[src/logic/aorb_pkg.sv]
// constants and types of the analog override register bank
package aorb_pkg;

  // ************************************************************
  // register offsets
  // ************************************************************
  localparam logic [6:0] AORB_ADDR_COARSE = 7'h63;
  localparam logic [6:0] AORB_ADDR_FINE   = 7'h64;
  localparam logic [6:0] AORB_ADDR_REGEN  = 7'h65;
  localparam logic [6:0] AORB_ADDR_LEVEL  = 7'h66;
  localparam logic [6:0] AORB_ADDR_TUNE1  = 7'h67;
  localparam logic [6:0] AORB_ADDR_TUNE2  = 7'h68;
  localparam logic [6:0] AORB_ADDR_GAIN   = 7'h69;

  // ************************************************************
  // reset values
  // ************************************************************
  localparam logic [7:0] AORB_RST_COARSE = 8'h00;
  localparam logic [7:0] AORB_RST_FINE   = 8'h00;
  localparam logic [7:0] AORB_RST_REGEN  = 8'h81;
  localparam logic [7:0] AORB_RST_LEVEL  = 8'h00;
  localparam logic [7:0] AORB_RST_TUNE1  = 8'h1d;
  localparam logic [7:0] AORB_RST_TUNE2  = 8'h00;
  localparam logic [7:0] AORB_RST_GAIN   = 8'h20;

  // ************************************************************
  // writable bit masks, reserved bits are zero
  // ************************************************************
  localparam logic [7:0] AORB_MASK_FULL  = 8'hff;
  localparam logic [7:0] AORB_MASK_LEVEL = 8'hf7;
  localparam logic [7:0] AORB_MASK_TUNE2 = 8'h1f;
  localparam logic [7:0] AORB_MASK_GAIN  = 8'h3f;

  // ************************************************************
  // field positions
  // ************************************************************
  localparam int AORB_BIT_CAL_OVR   = 7;
  localparam int AORB_BIT_SPOR      = 7;
  localparam int AORB_BIT_DIGPWDN   = 0;
  localparam int AORB_BIT_ENOVR     = 7;
  localparam int AORB_BIT_ADCRST    = 7;
  localparam int AORB_BIT_REFDAC    = 6;
  localparam int AORB_BIT_ADCEN     = 5;
  localparam int AORB_BIT_TUNEOVR   = 4;
  localparam int AORB_BIT_VCM       = 4;
  localparam int AORB_BIT_OLOOP     = 3;
  localparam int AORB_BIT_AGCEN     = 5;
  localparam int AORB_BIT_LNA       = 4;
  localparam int AORB_NBLK          = 9;

  // ************************************************************
  // codes
  // ************************************************************
  localparam logic [2:0] AORB_ADCREF_0V5 = 3'h0;
  localparam logic [2:0] AORB_ADCREF_0V6 = 3'h1;
  localparam logic [2:0] AORB_ADCREF_0V7 = 3'h2;
  localparam logic [2:0] AORB_ADCREF_1V2 = 3'h7;
  localparam logic       AORB_LNA_5DB    = 1'b0;
  localparam logic       AORB_LNA_25DB   = 1'b1;
  localparam logic [3:0] AORB_PGA_0DB    = 4'h0;
  localparam logic [3:0] AORB_PGA_3DB    = 4'h1;
  localparam logic [3:0] AORB_PGA_6DB    = 4'h2;
  localparam logic [3:0] AORB_PGA_24DB   = 4'h5;

  // ************************************************************
  // bank state
  // ************************************************************
  typedef struct packed {
    logic [7:0]           coarse;
    logic [7:0]           fine;
    logic [7:0]           regen;
    logic [7:0]           level;
    logic [7:0]           tune1;
    logic [7:0]           tune2;
    logic [7:0]           gain;
    logic [7:0]           rdata;
    logic                 rvalid;
    logic [6:0]           rc_coarse;
    logic [6:0]           rc_fine;
    logic [AORB_NBLK-1:0] blk_en;
    logic                 spor_en;
    logic                 dig_pwdn;
    logic [2:0]           dig_lvl;
    logic                 adc_rst;
    logic                 adc_refdac_en;
    logic                 adc_en;
    logic [3:0]           adc_tune;
    logic                 adc_vcm_en;
    logic                 adc_oloop;
    logic [2:0]           adc_ref;
    logic                 agc_en;
    logic                 lna_max;
    logic [3:0]           pga;
  } aorb_state_type;

endpackage

[src/logic/aorb_ovr_if.sv]
// carrier between the register bank and its override selector
`timescale 1ns/1ns
interface aorb_ovr_if;
  import aorb_pkg::*;
  logic [7:0]           coarse_reg;
  logic [7:0]           fine_reg;
  logic [7:0]           regen_reg;
  logic [7:0]           level_reg;
  logic [7:0]           tune1_reg;
  logic [7:0]           gain_reg;
  logic [6:0]           cal_coarse;
  logic [6:0]           cal_fine;
  logic [3:0]           cal_tune;
  logic                 agc_lna;
  logic [3:0]           agc_pga;
  logic [AORB_NBLK-1:0] auto_en;
  logic [6:0]           eff_coarse;
  logic [6:0]           eff_fine;
  logic [3:0]           eff_tune;
  logic                 eff_lna;
  logic [3:0]           eff_pga;
  logic [AORB_NBLK-1:0] eff_blk;
  logic [7:0]           rd_coarse;
  logic [7:0]           rd_fine;
  logic [7:0]           rd_gain;

  modport mux (
    input  coarse_reg, fine_reg, regen_reg, level_reg, tune1_reg, gain_reg,
    input  cal_coarse, cal_fine, cal_tune, agc_lna, agc_pga, auto_en,
    output eff_coarse, eff_fine, eff_tune, eff_lna, eff_pga, eff_blk,
    output rd_coarse, rd_fine, rd_gain
  );
  modport bank (
    output coarse_reg, fine_reg, regen_reg, level_reg, tune1_reg, gain_reg,
    output cal_coarse, cal_fine, cal_tune, agc_lna, agc_pga, auto_en,
    input  eff_coarse, eff_fine, eff_tune, eff_lna, eff_pga, eff_blk,
    input  rd_coarse, rd_fine, rd_gain
  );
endinterface

[src/logic/aorb_ovr_mux.sv]
// override selection between written values and internal results
`timescale 1ns/1ns
module aorb_ovr_mux
  import aorb_pkg::*;
(
  aorb_ovr_if.mux ovr
);

  // ************************************************************
  // helpers
  // ************************************************************
  function automatic logic [6:0] cal_sel(input logic ov, input logic [6:0] wr,
                                         input logic [6:0] cal);
    cal_sel = ov ? wr : cal;
  endfunction

  function automatic logic [3:0] pga_clamp(input logic [3:0] code);
    pga_clamp = (code > AORB_PGA_24DB) ? AORB_PGA_24DB : code;
  endfunction

  logic [AORB_NBLK-1:0] ovr_vals;
  logic                 cov;
  logic                 fov;
  logic                 agc;

  // ************************************************************
  // selection
  // ************************************************************
  always_comb begin
    cov        = ovr.coarse_reg[AORB_BIT_CAL_OVR];
    fov        = ovr.fine_reg[AORB_BIT_CAL_OVR];
    agc        = ovr.gain_reg[AORB_BIT_AGCEN];
    ovr.eff_coarse = cal_sel(cov, ovr.coarse_reg[6:0], ovr.cal_coarse);
    ovr.eff_fine   = cal_sel(fov, ovr.fine_reg[6:0], ovr.cal_fine);
    ovr.eff_tune   = ovr.tune1_reg[AORB_BIT_TUNEOVR] ? ovr.tune1_reg[3:0]
                                                     : ovr.cal_tune;
    ovr.rd_coarse  = {cov, cal_sel(cov, ovr.coarse_reg[6:0], ovr.cal_coarse)};
    ovr.rd_fine    = {fov, cal_sel(fov, ovr.fine_reg[6:0], ovr.cal_fine)};
    ovr.eff_lna    = agc ? ovr.agc_lna : ovr.gain_reg[AORB_BIT_LNA];
    ovr.eff_pga    = pga_clamp(agc ? ovr.agc_pga : ovr.gain_reg[3:0]);
    ovr.rd_gain    = agc ? {2'b00, agc, ovr.agc_lna, ovr.agc_pga}
                         : (ovr.gain_reg & AORB_MASK_GAIN);
    ovr_vals       = {ovr.level_reg[6:4], ovr.regen_reg[6:1]};
    ovr.eff_blk    = ovr.level_reg[AORB_BIT_ENOVR] ? ovr_vals
                                                   : (ovr_vals | ovr.auto_en);
  end

endmodule

[src/logic/aorb_bank.sv]
// analog override register bank top
`timescale 1ns/1ns
// Overview of operation
// - With the coarse override flag clear, the coarse field reads back the internal result.
// - With the coarse override flag set, the written coarse value drives the oscillator.
// - With the fine override flag clear, the fine field reads back the internal result.
// - With the fine override flag set, the written fine value drives the oscillator.
// - After reset the regulator register holds only smart reset and idle power-down set.
// - The idle power-down bit powers down the digital domain while the device idles.
// - Global override high lets overrides enable and disable, low lets them only enable.
// - Bits 2 to 0 of the level register select the digital regulator level.
// - With tuning override set the written 4-bit value replaces the calibrated one.
// - After reset the ADC tuning register holds override on, value 1101, others clear.
// - The 3-bit ADC reference field selects the reference voltage code.
// - With AGC on the loop gain is readable, with AGC off the host writes the gain.
// - The LNA gain bit picks 5 dB at zero and 25 dB at one.
// - The PGA field codes 0, 3, 6 dB upward with 101 as the 24 dB maximum.
// - The open-loop bit places the delta-sigma ADC in open-loop operation.
module aorb_bank
  import aorb_pkg::*;
(
  // clock and reset
  input  wire logic                 I_CLK_SYS,
  input  wire logic                 I_RST,
  // register access
  input  wire logic                 I_REG_WR,
  input  wire logic                 I_REG_RD,
  input  wire logic [6:0]           I_REG_ADDR,
  input  wire logic [7:0]           I_REG_WDATA,
  output logic      [7:0]           O_REG_RDATA,
  output logic                      O_REG_RVALID,
  // internal calibration and loop results
  input  wire logic [6:0]           I_CAL_COARSE,
  input  wire logic [6:0]           I_CAL_FINE,
  input  wire logic [3:0]           I_CAL_ADC_TUNE,
  input  wire logic                 I_AGC_LNA,
  input  wire logic [3:0]           I_AGC_PGA,
  // device state
  input  wire logic                 I_IDLE_MODE,
  input  wire logic [AORB_NBLK-1:0] I_AUTO_EN,
  // oscillator controls
  output logic      [6:0]           O_RC_COARSE,
  output logic      [6:0]           O_RC_FINE,
  // regulator controls
  output logic                      O_SPOR_EN,
  output logic      [AORB_NBLK-1:0] O_BLK_EN,
  output logic                      O_DIG_PWDN,
  output logic      [2:0]           O_DIG_LVL,
  // adc controls
  output logic                      O_ADC_RST,
  output logic                      O_ADC_REFDAC_EN,
  output logic                      O_ADC_EN,
  output logic      [3:0]           O_ADC_TUNE,
  output logic                      O_ADC_VCM_EN,
  output logic                      O_ADC_OPEN_LOOP,
  output logic      [2:0]           O_ADC_REF,
  // gain controls
  output logic                      O_AGC_EN,
  output logic                      O_LNA_GAIN_MAX,
  output logic      [3:0]           O_PGA_GAIN
);

  // ************************************************************
  // state
  // ************************************************************
  aorb_state_type state_ff;
  aorb_state_type nxt_state;
  logic           wr_coarse;
  logic           wr_fine;
  logic           wr_regen;
  logic           wr_level;
  logic           wr_tune1;
  logic           wr_tune2;
  logic           wr_gain;
  logic [7:0]     rd_value;

  aorb_ovr_if ovr ();

  // ************************************************************
  // helpers
  // ************************************************************
  function automatic logic [7:0] masked(input logic [7:0] data, input logic [7:0] mask);
    masked = data & mask;
  endfunction

  function automatic aorb_state_type reset_state();
    aorb_state_type s;
    s               = '0;
    s.coarse        = AORB_RST_COARSE;
    s.fine          = AORB_RST_FINE;
    s.regen         = AORB_RST_REGEN;
    s.level         = AORB_RST_LEVEL;
    s.tune1         = AORB_RST_TUNE1;
    s.tune2         = AORB_RST_TUNE2;
    s.gain          = AORB_RST_GAIN;
    s.spor_en       = AORB_RST_REGEN[AORB_BIT_SPOR];
    s.adc_tune      = AORB_RST_TUNE1[3:0];
    s.agc_en        = AORB_RST_GAIN[AORB_BIT_AGCEN];
    s.lna_max       = AORB_LNA_5DB;
    s.pga           = AORB_PGA_0DB;
    s.adc_ref       = AORB_ADCREF_0V5;
    reset_state     = s;
  endfunction

  // ************************************************************
  // override selector
  // ************************************************************
  assign ovr.coarse_reg = state_ff.coarse;
  assign ovr.fine_reg   = state_ff.fine;
  assign ovr.regen_reg  = state_ff.regen;
  assign ovr.level_reg  = state_ff.level;
  assign ovr.tune1_reg  = state_ff.tune1;
  assign ovr.gain_reg   = state_ff.gain;
  assign ovr.cal_coarse = I_CAL_COARSE;
  assign ovr.cal_fine   = I_CAL_FINE;
  assign ovr.cal_tune   = I_CAL_ADC_TUNE;
  assign ovr.agc_lna    = I_AGC_LNA;
  assign ovr.agc_pga    = I_AGC_PGA;
  assign ovr.auto_en    = I_AUTO_EN;

  aorb_ovr_mux u_ovr_mux (
    .ovr (ovr.mux)
  );

  // ************************************************************
  // address decode
  // ************************************************************
  always_comb begin
    wr_coarse = 1'b0;
    wr_fine   = 1'b0;
    wr_regen  = 1'b0;
    wr_level  = 1'b0;
    wr_tune1  = 1'b0;
    wr_tune2  = 1'b0;
    wr_gain   = 1'b0;
    rd_value  = 8'h00;
    if (I_REG_ADDR == AORB_ADDR_COARSE) begin
      wr_coarse = I_REG_WR;
      rd_value  = ovr.rd_coarse;
    end else if (I_REG_ADDR == AORB_ADDR_FINE) begin
      wr_fine   = I_REG_WR;
      rd_value  = ovr.rd_fine;
    end else if (I_REG_ADDR == AORB_ADDR_REGEN) begin
      wr_regen  = I_REG_WR;
      rd_value  = state_ff.regen;
    end else if (I_REG_ADDR == AORB_ADDR_LEVEL) begin
      wr_level  = I_REG_WR;
      rd_value  = masked(state_ff.level, AORB_MASK_LEVEL);
    end else if (I_REG_ADDR == AORB_ADDR_TUNE1) begin
      wr_tune1  = I_REG_WR;
      rd_value  = state_ff.tune1;
    end else if (I_REG_ADDR == AORB_ADDR_TUNE2) begin
      wr_tune2  = I_REG_WR;
      rd_value  = masked(state_ff.tune2, AORB_MASK_TUNE2);
    end else if (I_REG_ADDR == AORB_ADDR_GAIN) begin
      wr_gain   = I_REG_WR;
      rd_value  = ovr.rd_gain;
    end else begin
      rd_value  = 8'h00;
    end
  end

  // ************************************************************
  // next state
  // ************************************************************
  always_comb begin
    nxt_state = state_ff;
    // register writes
    if (wr_coarse) begin
      nxt_state.coarse = masked(I_REG_WDATA, AORB_MASK_FULL);
    end
    if (wr_fine) begin
      nxt_state.fine = masked(I_REG_WDATA, AORB_MASK_FULL);
    end
    if (wr_regen) begin
      nxt_state.regen = masked(I_REG_WDATA, AORB_MASK_FULL);
    end
    if (wr_level) begin
      nxt_state.level = masked(I_REG_WDATA, AORB_MASK_LEVEL);
    end
    if (wr_tune1) begin
      nxt_state.tune1 = masked(I_REG_WDATA, AORB_MASK_FULL);
    end
    if (wr_tune2) begin
      nxt_state.tune2 = masked(I_REG_WDATA, AORB_MASK_TUNE2);
    end
    if (wr_gain) begin
      nxt_state.gain = masked(I_REG_WDATA, AORB_MASK_GAIN);
    end
    // read data
    nxt_state.rvalid = I_REG_RD;
    if (I_REG_RD) begin
      nxt_state.rdata = rd_value;
    end
    // oscillator calibration
    nxt_state.rc_coarse     = ovr.eff_coarse;
    nxt_state.rc_fine       = ovr.eff_fine;
    // regulators
    nxt_state.spor_en       = state_ff.regen[AORB_BIT_SPOR];
    nxt_state.blk_en        = ovr.eff_blk;
    nxt_state.dig_pwdn      = state_ff.regen[AORB_BIT_DIGPWDN] & I_IDLE_MODE;
    nxt_state.dig_lvl       = state_ff.level[2:0];
    // delta-sigma adc
    nxt_state.adc_rst       = state_ff.tune1[AORB_BIT_ADCRST];
    nxt_state.adc_refdac_en = state_ff.tune1[AORB_BIT_REFDAC];
    nxt_state.adc_en        = state_ff.tune1[AORB_BIT_ADCEN];
    nxt_state.adc_tune      = ovr.eff_tune;
    nxt_state.adc_vcm_en    = state_ff.tune2[AORB_BIT_VCM];
    nxt_state.adc_oloop     = state_ff.tune2[AORB_BIT_OLOOP];
    nxt_state.adc_ref       = state_ff.tune2[2:0];
    // gain
    nxt_state.agc_en        = state_ff.gain[AORB_BIT_AGCEN];
    nxt_state.lna_max       = ovr.eff_lna;
    nxt_state.pga           = ovr.eff_pga;
  end

  // ************************************************************
  // registers
  // ************************************************************
  always_ff @(posedge I_CLK_SYS) begin
    if (I_RST) begin
      state_ff <= reset_state();
    end else begin
      state_ff <= nxt_state;
    end
  end

  // ************************************************************
  // outputs
  // ************************************************************
  assign O_REG_RDATA     = state_ff.rdata;
  assign O_REG_RVALID    = state_ff.rvalid;
  assign O_RC_COARSE     = state_ff.rc_coarse;
  assign O_RC_FINE       = state_ff.rc_fine;
  assign O_SPOR_EN       = state_ff.spor_en;
  assign O_BLK_EN        = state_ff.blk_en;
  assign O_DIG_PWDN      = state_ff.dig_pwdn;
  assign O_DIG_LVL       = state_ff.dig_lvl;
  assign O_ADC_RST       = state_ff.adc_rst;
  assign O_ADC_REFDAC_EN = state_ff.adc_refdac_en;
  assign O_ADC_EN        = state_ff.adc_en;
  assign O_ADC_TUNE      = state_ff.adc_tune;
  assign O_ADC_VCM_EN    = state_ff.adc_vcm_en;
  assign O_ADC_OPEN_LOOP = state_ff.adc_oloop;
  assign O_ADC_REF       = state_ff.adc_ref;
  assign O_AGC_EN        = state_ff.agc_en;
  assign O_LNA_GAIN_MAX  = state_ff.lna_max;
  assign O_PGA_GAIN      = state_ff.pga;

endmodule

[config.mk]
export PLATFORM = sky130hd
export DESIGN_NAME = aorb_bank
export DESIGN_NICKNAME = d
export VERILOG_FILES = /design/src/logic/aorb_pkg.sv /design/src/logic/aorb_ovr_if.sv /design/src/logic/aorb_ovr_mux.sv /design/src/logic/aorb_bank.sv
export SDC_FILE = /design/constraint.sdc
export NUM_CORES = 1
export LEC_CHECK = 0
export BUFFER_PORTS_ARGS = -buffer_cell sky130_fd_sc_hd__buf_2
export CAP_MARGIN = 20
export CORE_MARGIN = 2
export CORE_UTILIZATION = 48
export CTS_BUF_LIST = sky130_fd_sc_hd__clkbuf_16
export DETAILED_ROUTE_END_ITERATION = 6
export HOLD_SLACK_MARGIN = 0.03
export PLACE_DENSITY = 0.74
export SLEW_MARGIN = 20
export SYNTH_ARGS = -nofsm -noshare
export SYNTH_HDL_FRONTEND = slang
export SYNTH_SLANG_ARGS = --single-unit
[constraint.sdc]
create_clock -name I_CLK_SYS -period 1.7 [get_ports I_CLK_SYS]
set_input_delay 0 -clock I_CLK_SYS [delete_from_list [all_inputs] [get_ports I_CLK_SYS]]
set_output_delay 0 -clock I_CLK_SYS [all_outputs]
set_load 0.01 [all_outputs]
==> results of run 1 <==
power by group through the flow:
stage          Sequential [mW]  Clock [mW]  Combinational (mW)
2_1_floorplan             2.60           0               0.189
3_3_place_gp              2.57           0               0.384
3_5_place_dp              2.58           0               0.389
4_1_cts                   2.52        2.32               0.449
5_1_grt                   2.52        2.42               0.488
6_report                  2.52        2.29               0.453
worst min-delay path by stage:
stage / startpoint / endpoint / slack (ps) / depth (start not counted)
6_report: I_CAL_FINE[2] / O_RC_FINE[2] / 40 / 3
5_1_grt: I_CAL_FINE[2] / O_RC_FINE[2] / 80 / 3
4_1_cts: I_CAL_FINE[2] / O_RC_FINE[2] / 40 / 3
3_5_place_dp: I_IDLE_MODE / O_DIG_PWDN / 240 / 3
3_3_place_gp: I_IDLE_MODE / O_DIG_PWDN / 220 / 3
2_1_floorplan: I_IDLE_MODE / O_DIG_PWDN / 120 / 2
logic make-up after synthesis:
group                  after synthesis  share of synthesized area (%)
AND/OR/NAND/NOR                    156                          18.86
flip-flops                         105                          49.50
AO/OA/AOI/OAI                       77                          12.46
multiplexers                        57                          14.44
buffers and inverters               39                          4.655
other                                1                        0.08831
cell usage after synthesis, drive strengths merged (6+ instances only):
cell type,number
a211o,10
a211oi,6
a21oi,29
a221o,7
buf,17
clkbuf,14
dfxtp,105
inv,7
mux2,11
mux2i,44
nand2,16
nand3,11
nor2,74
nor2b,23
o21ai,8
cell usage in the layout (no fill, tap or decap), types with 3 or more instances in the layout:
master / instances
a211o_1: 10
a211oi_1: 6
a21o_1: 3
a21oi_1: 28
a221o_1: 7
a221oi_1: 4
a22oi_1: 3
and3b_1: 3
buf_2: 106
buf_4: 12
bufinv_16: 3
clkbuf_16: 9
dfxtp_1: 103
dlygate4sd3_1: 33
inv_1: 7
mux2_2: 10
mux2i_1: 44
nand2_1: 15
nand2b_1: 4
nand3_1: 10
nand4_1: 3
nand4b_1: 4
nor2_1: 74
nor2b_1: 23
nor3_1: 4
o21ai_0: 8
layer usage:
layer	part of all wire (%)	vias up	track usage [%]
met2	47	133	36.78
met5	0	-	0
met4	1.5	0	6.624
met3	6.2	22	5.011
met1	46	1758	31.73
li1	-	1773	-
final cells by class:
| class | count | area (sq um) |
|---|---|---|
| tap | 108 | 135.1 |
| sequential | 105 | 2105 |
| fill | 715 | 3115 |
| inverter | 8 | 30.03 |
| clock buffer | 9 | 225.2 |
| multi-input combinational | 291 | 1947 |
| clock inverter | 6 | 107.6 |
| timing repair buffer | 152 | 970.9 |
per-stage QoR:
stage                     hold slack [ps]  area (sq um)  setup WS [ps]
after detailed placement            238.8          4855          49.25
after global routing                78.25          5520          38.74
final                               38.22          5520          87.54
after floorplan                     120.7          4247          148.2
after global placement              221.5          4855          110.1
after CTS                           37.54          5518          44.66
what timing repair did:
| action | in CTS | in global routing |
|---|---|---|
| resized for setup | 0 | 2 |
| hold endpoints to repair | 44 | 0 |
| hold buffers | 33 | 0 |
| endpoints found under the setup margin | 0 | 3 |
worst min-delay path, delay by kind of cell:
kind,cells,cell delay [ps]
buf+inv,1,80
mux,1,150
simple gates,1,110
==> results.cfg, run 1 <==
[logic_synthesis]
synth-seq-cells = 105
synth_edf_count = 0
netlist_area_sq_mm = 0.004247
yosysUniqueCellTypes = 50
seq_area_frac_synth_pct = 49.50
synth.avg_cell_area_sq_um = 9.762
synthTopCellsByArea = dfxtp_1 49%, mux2i_1 10%, nor2_1 6.5%
async_flop_share_pct = 0
synth_top_area_cell = dfxtp_1
syn_inst = 435
synth_ff_type = dfxtp_1
syn_nets = 487
synth_top_area_share_pct = 49.50
yosysWarnings = 0

[final_layout]
antenna_cells = 0
largest_reg_flops = 9
area_growth_pct = 29.99
nets = 619
layout-drive-gt1-share_pct = 27.67
fin_util_pct = 63.92
finalNonFillerCells = 679

[clocking]
cts_made_buffers = 9
cts_setup_buffers = 0
clk_path_buf_depth = 2
path_clk_slew_ps = 70
ctsHtreeMaxLevel = 3
clockRootBuffer = clkbuf_16
cts_num_sinks = 105
clkLatencyLatePin_ps = 340
tritoncts = yes

[power]
p_switching_mw = 1.122
switching_share_pct = 21.33
power_mw = 5.261
p_leak_nw = 2.595
p_clk_share_pct = 43.5
peakVddDrop_mv = 0.5315
p_int_mw = 4.139
powerDensity_mw_per_mm2 = 953.0
comb_power_share_pct = 8.6
power_frac_seq_pct = 47.9

[worst_setup_path]
critPathBufInv = 1
critPathCapture = O_REG_RDATA[1]
worst-r2r-cell-count = 4
cp-end-kind = flop
cp.required_ps = 1930
reg2reg_to = O_REG_RDATA[1]
worstSetupPathType = reg -> reg
crit_chain = buf_4 -> mux2_2 -> a221o_1 -> a221o_1
startpoint_type = flop
worst_ep_arrival_time_ps = 1840
cp.depth = 4
crit_top_cell = a221o_1
r2r_setup_slack_ps = 90
crit_path_max_fanout = 9
crit_family = compound AO/OA/AOI/OAI gates
slowest_stage = dfxtp_2
timing.rr.start = ovr.gain_reg[5]
cp_slowest_stage_delay_ps = 360
crit_start = ovr.gain_reg[5]

[outcome]
outcome = completed

[place]
dpl.hpwl_mm = 7.949
globalplace.congestion = 0.9413
dp.cells = 631
io_buffers = 106

[die]
io_pins = 107
die_w_um = 98.06
coreArea_sq_mm = 0.008636
rows = 34
die_h_um = 98.06
die_area_sq_mm = 0.009616
initial_core_util_pct = 49.17

[routing]
drc = 0
vias = 3686
dr.pass1.iters = 5
drtIter0Drc = 309
ant_nets = 0
wirelength_mm = 11.15
vias_per_cell = 5.429
drt-wirelength-per-cell_um = 16.42

[grt]
track_usage_pct = 23.07
grt_start_max_net_pins = 51
antenna_found_initial = 0
grt_pass1_wl_mm = 17.51
gr-total-overflow = 0
first_global_vias = 3439

[sta]
fmax_ghz = 0.6202
tns_ps = 0
fin_skew_ps = 4.670
rsz0062_at_grt = false
min_period_ps = 1612
hold_violations = 0
slew_viol_final = 0
setup_viol = 0
fin_crit_sh_pct = 94.85

[flow_run]
maxCapViolCount = 0

[worst_hold_path]
holdCritPathClass = in -> reg
Note: power is estimated with default switching activity, not from simulation.
==> run 2: changes to the inputs <==
ABC_AREA = 1   (was default)
CORE_UTILIZATION = 47   (was 48)
CTS_BUF_LIST = sky130_fd_sc_hd__clkbuf_4 sky130_fd_sc_hd__clkbuf_8 sky130_fd_sc_hd__clkbuf_16   (was sky130_fd_sc_hd__clkbuf_16)
PLACE_DENSITY = 0.73   (was 0.74)
==> run 2 against run 1 <==
Compared with the run above:
- non-clock buffer count shrank 1
- wire length grew 1.7%
- largest cell class unchanged
- sequential power is essentially flat
- global-route usage grew 0.58 points
- combinational power shrank 4%
- setup slack gained 97 ps
- critical path type unchanged
- flip-flop and latch count is the same
- design area shrank 2.1%
- clock skew grew 1.5 ps
- core utilization shrank 1.7 points
- critical path depth grew 2
==> results.cfg, run 2 <==
[logic_synthesis]
synth_top_area_share_pct = 50.25
synth_ff_type = dfxtp_1
syn_inst = 546
yosysWarnings = 0
netlist_area_sq_mm = 0.004183
synthTopCellsByArea = dfxtp_1 50%, nand2_1 11%, a21oi_1 6.8%
syn_nets = 598
synth_most_common_cell = nand2_1
seq_area_frac_synth_pct = 50.25
synth_edf_count = 0
async_flop_share_pct = 0
yosysUniqueCellTypes = 33
synth-seq-cells = 105
synth_top_cells_by_count = 120 x nand2_1, 105 x dfxtp_1, 63 x inv_1
synth.avg_cell_area_sq_um = 7.661
synth_top_area_cell = dfxtp_1

[final_layout]
fin_area_sq_mm = 0.005404
layout-drive-gt1-share_pct = 22.90
layout_common_cells = 120 x nand2_1, 106 x buf_2, 105 x dfxtp_1, 63 x inv_1, 57 x a21oi_1
num-fill-cells = 767
nets = 738
multi_input_area_sq_mm = 0.001700
seqCellArea_sq_mm = 0.002102
largest_reg_flops = 9
mostFrequentLayoutCell = nand2_1
area_growth_pct = 29.20

[flow_run]
maxCapViolCount = 0

[clocking]
path_clk_slew_ps = 100
clkLatencyLatePin_ps = 360
cts_made_buffers = 9
clockRootBuffer = clkbuf_8
clk_path_buf_depth = 2
cts_setup_buffers = 0
cts_num_sinks = 105
tritoncts = yes
ctsHtreeMaxLevel = 3

[die]
rows = 34
die_area_sq_mm = 0.009670
io_pins = 107
die_h_um = 98.34
die_w_um = 98.34
coreArea_sq_mm = 0.008678
initial_core_util_pct = 48.20

[worst_hold_path]
holdCritPathClass = in -> reg

[grt]
gr-total-overflow = 0
first_global_vias = 3786
met2_usage_pct = 38.25
grtUsageMet3_pct = 5.297
track_usage_pct = 23.66
antenna_found_initial = 1
grt_start_max_net_pins = 53
top_usage_layer = met2
grt_util_met1_pct = 30.45
grt_pass1_wl_mm = 18.02

[sta]
setup_viol = 0
fin_crit_sh_pct = 89.15
slew_viol_final = 0
rsz0062_at_grt = false
hold_slack_ps = 97.37
fin_skew_ps = 6.170
fmax_ghz = 0.6598
hold_violations = 0
tightest_slew_ps = 572.2
tns_ps = 0
slew_headroom_pct = 61.85
min_period_ps = 1516

[routing]
vias_per_cell = 4.990
vias = 3987
drc = 0
dr.pass1.iters = 5
ant_nets = 0
wirelength_mm = 11.34
drtIter0Drc = 195
drt-wirelength-per-cell_um = 14.20

[worst_setup_path]
cp.required_ps = 1950
startpoint_type = flop
r2r_setup_slack_ps = 180
worstSetupPathType = reg -> reg
worst_ep_arrival_time_ps = 1770
crit_path_max_fanout = 7
cp-end-kind = flop

[place]
globalplace.congestion = 0.8830
io_buffers = 106
dpl-instance-area_sq_mm = 0.004778
dpl.hpwl_mm = 7.848

[power]
peakVddDrop_mv = 0.5913
p_leak_nw = 2.430
powerDensity_mw_per_mm2 = 855.6

[outcome]
outcome = completed
[run 2: cell count changes in the layout (fill, tap and decap cells not counted), moves of 23 or more]
cell / change
o21ai_0: +30
nor2_1: -34
nor2b_1: -23
mux2i_1: -44
inv_1: +56
nand2_1: +105
a21oi_1: +29
[run 2: through the flow]
step	std cells	util [%]	power [mW]	setup WS, ps
after floorplan	546	-	2.759	452.7
after global placement	742	55.06	2.930	192.5
after detailed placement	742	55.06	2.935	200.4
after CTS	798	62.24	4.644	185.9
after global routing	799	62.27	4.790	77.49
final	799	62.27	4.624	184.4
[run 2: final cells by class]
type                            instances  share of cell area [%]
Clock buffer                           10                   2.431
Tap cell                              108                   2.501
Timing Repair Buffer                  151                   18.20
Antenna cell                            1                 0.04631
Inverter                               71                   4.955
Multi-Input combinational cell        348                   31.47
Clock inverter                          5                   1.505
Sequential cell                       105                   38.90
[run 2: routing by layer]
metal	part of all wire, %	routed length, um	vias up
met5	0	0	-
met4	2.6	295	0
met3	5.4	618	19
met2	47	5331	128
met1	45	5098	1800
li1	-	-	2040
[run 2: kinds of logic after synthesis]
logic type / after synthesis / share of synthesized area, %
and+or+nand+nor: 216 / 23.57
DFF: 105 / 50.25
AOI/OAI and AO/OA: 131 / 16.99
buffers and inverters: 93 / 9.094
other: 1 / 0.08965
[run 2: critical path, cell delays in order (launching register included)]
cell,delay (ps)
dfxtp_1,480
inv_2,110
or2_1,210
o21ai_0,140
nor2_1,90
nor3_1,280
a21oi_1,100
[run 2: path summary, 6_finish.rpt]
| check | from | end | cells after the start |
|---|---|---|---|
| worst max register to register | ovr.gain_reg[5] | O_REG_RDATA[3] | 6 |
| worst min register to register | ovr.fine_reg[1] | ovr.fine_reg[1] | 2 |
| worst max-delay path | ovr.gain_reg[5] | O_REG_RDATA[3] | 6 |
| worst min-delay path | I_REG_WR | ovr.fine_reg[7] | 4 |
[run 2: timing repair]
action                                  in CTS  in global routing
hold endpoints to repair                    54                  0
gates resized for setup                      0                  0
endpoints found under the setup margin       0                  0
hold buffers                                41                  0
[run 2: where the power goes]
group          leakage, nW  switching (mW)  internal [mW]
clock network        0.106           0.831          0.839
registers            0.855          0.0137           2.51
logic                 1.47           0.243          0.191
==> run 3: changes to the inputs <==
GPL_ROUTABILITY_DRIVEN = 0   (was default)
REMOVE_ABC_BUFFERS = 1   (was default)
==> run 3 against run 2 <==
Compared with the run above:
- design area fell by 1.0%
- core utilization fell by 0.63 points
- register-to-register slack got worse by 20 ps
- final cell count fell by 0.50%
- wire length rose by 1.9%
- fmax fell by 1.5%
- total power fell by 2.2%
- worst hold slack got worse by 56 ps
- combinational power barely moved
- sequential power barely moved
- flip-flop and latch count did not move
- critical path type unchanged
- critical endpoint unchanged
==> results.cfg, run 3 (synthesis gave the netlist of run 2 again) <==
[outcome]
outcome = completed

[grt]
first_global_vias = 3969
gr-total-overflow = 0
grt_pass1_wl_mm = 19.11
antenna_found_initial = 0
grt_start_max_net_pins = 53
track_usage_pct = 24.86

[die]
coreArea_sq_mm = 0.008678
die_h_um = 98.34
initial_core_util_pct = 48.20
die_area_sq_mm = 0.009670
die_w_um = 98.34
rows = 34
io_pins = 107

[final_layout]
layout_common_cells = 120 x nand2_1, 106 x buf_2, 105 x dfxtp_1, 63 x inv_1, 57 x a21oi_1
area_growth_pct = 27.88
seqCellArea_sq_mm = 0.002102
antenna_cells = 0
nets = 735
largest_reg_flops = 9
multi_input_area_sq_mm = 0.001705
layout-drive-gt1-share_pct = 23.14
mostFrequentLayoutCell = nand2_1
num-fill-cells = 786

[worst_setup_path]
crit_chain = inv_2 -> or2_1 -> o21ai_0 -> nor2_1 -> nor3_2 -> a21oi_1
crit_path_max_fanout = 7
timing.rr.start = ovr.gain_reg[5]
worstSetupPathType = reg -> reg
cp.required_ps = 1950
crit_start = ovr.gain_reg[5]
reg2reg_to = O_REG_RDATA[3]
cp-end-kind = flop
slowest_stage = dfxtp_1
cp_slowest_stage_delay_ps = 480
worst-r2r-cell-count = 6
worst_ep_arrival_time_ps = 1790
startpoint_type = flop
r2r_setup_slack_ps = 160
critPathCapture = O_REG_RDATA[3]

[sta]
hold_violations = 0
slew_viol_final = 0
min_period_ps = 1538
tightest_slew_ps = 587.2
fin_crit_sh_pct = 90.49
fin_skew_ps = 13.36
tns_ps = 0
worst_slack_ps = 161.7
fmax_ghz = 0.6501
slew_headroom_pct = 60.85
setup_viol = 0
rsz0062_at_grt = false

[power]
p_switching_mw = 1.096
p_int_mw = 3.427
p_clk_share_pct = 34.8
p_leak_nw = 2.413
comb_power_share_pct = 9.5
powerDensity_mw_per_mm2 = 845.6
power_frac_seq_pct = 55.7
switching_share_pct = 24.24
peakVddDrop_mv = 0.3528

[routing]
vias_per_cell = 5.031
drc = 0
vias = 4000
drtIter0Drc = 247
wirelength_mm = 11.55
dr.pass1.iters = 4
drt-wirelength-per-cell_um = 14.53
ant_nets = 0

[clocking]
cts_setup_buffers = 0
clockRootBuffer = clkbuf_8
tritoncts = yes
clk_path_buf_depth = 2
cts_made_buffers = 9
ctsHtreeMaxLevel = 3
clkLatencyLatePin_ps = 370
path_clk_slew_ps = 100
cts_num_sinks = 105

[flow_run]
maxCapViolCount = 0

[place]
io_buffers = 106
dp_slack_ps = 112.6
dpl.hpwl_mm = 7.907

[worst_hold_path]
holdCritPathClass = in -> reg
[run 3: layer usage]
layer | wire length [um] | GRT usage, % | vias up | part of all wire (%)
met1 | 4968 | 31.37 | 1809 | 43
met3 | 689 | 4.009 | 28 | 6.0
li1 | - | - | 2026 | -
met5 | 0 | 0 | - | 0
met4 | 396 | 12.86 | 0 | 3.4
met2 | 5498 | 41.03 | 137 | 48
[run 3: timing repair]
action | 4_1_cts | 5_1_grt
hold buffers | 38 | 0
endpoints found under the hold margin | 54 | 0
gates resized for setup | 0 | 1
setup endpoints to repair | 0 | 1
[run 3: metrics by stage]
stage | utilization [%] | instance area, sq um | instances | hold slack, ps | power, mW
2_1_floorplan | - | 4070 | 524 | 62.44 | 2.731
3_3_place_gp | 54.92 | 4766 | 742 | 218.5 | 2.928
3_5_place_dp | 54.92 | 4766 | 742 | 223.6 | 2.935
4_1_cts | 61.58 | 5344 | 795 | 34.53 | 4.535
5_1_grt | 61.63 | 5349 | 795 | 44.62 | 4.679
6_report | 61.63 | 5349 | 795 | 41.52 | 4.523
[run 3: layout make-up]
type                       count  area share (%)
inverter                      71           5.006
clock buffer                  11           2.713
timing repair buffer         148           17.59
clock inverter                 4          0.9825
tap                          108           2.526
multi-input combinational    348           31.88
sequential                   105           39.30
[run 3: critical path, delay by kind of cell, from the launching register on]
family | cells | cell delay (ps)
AO/OA/AOI/OAI | 2 | 240
AND/OR/NAND/NOR | 3 | 590
flip-flops | 1 | 480
buffers and inverters | 1 | 120
[run 3: power by group through the flow]
stage          clock, mW  combinational [mW]  sequential [mW]
3_3_place_gp           0               0.353             2.57
3_5_place_dp           0               0.358             2.58
4_1_cts             1.59               0.426             2.52
2_1_floorplan          0               0.131             2.60
6_report            1.57               0.431             2.52
5_1_grt             1.68               0.475             2.53
[run 3: worst min-delay path by stage]
| stage | startpoint | endpoint | slack [ps] | depth (start not counted) |
|---|---|---|---|---|
| 2_1_floorplan | I_RST | O_REG_RDATA[0] | 60 | 1 |
| 3_3_place_gp | I_CAL_ADC_TUNE[2] | O_ADC_TUNE[2] | 220 | 3 |
| 3_5_place_dp | I_IDLE_MODE | O_DIG_PWDN | 220 | 3 |
| 4_1_cts | I_CAL_FINE[2] | O_RC_FINE[2] | 30 | 4 |
| 5_1_grt | I_CAL_FINE[2] | O_RC_FINE[2] | 40 | 4 |
| 6_report | I_CAL_FINE[4] | O_RC_FINE[4] | 40 | 4 |
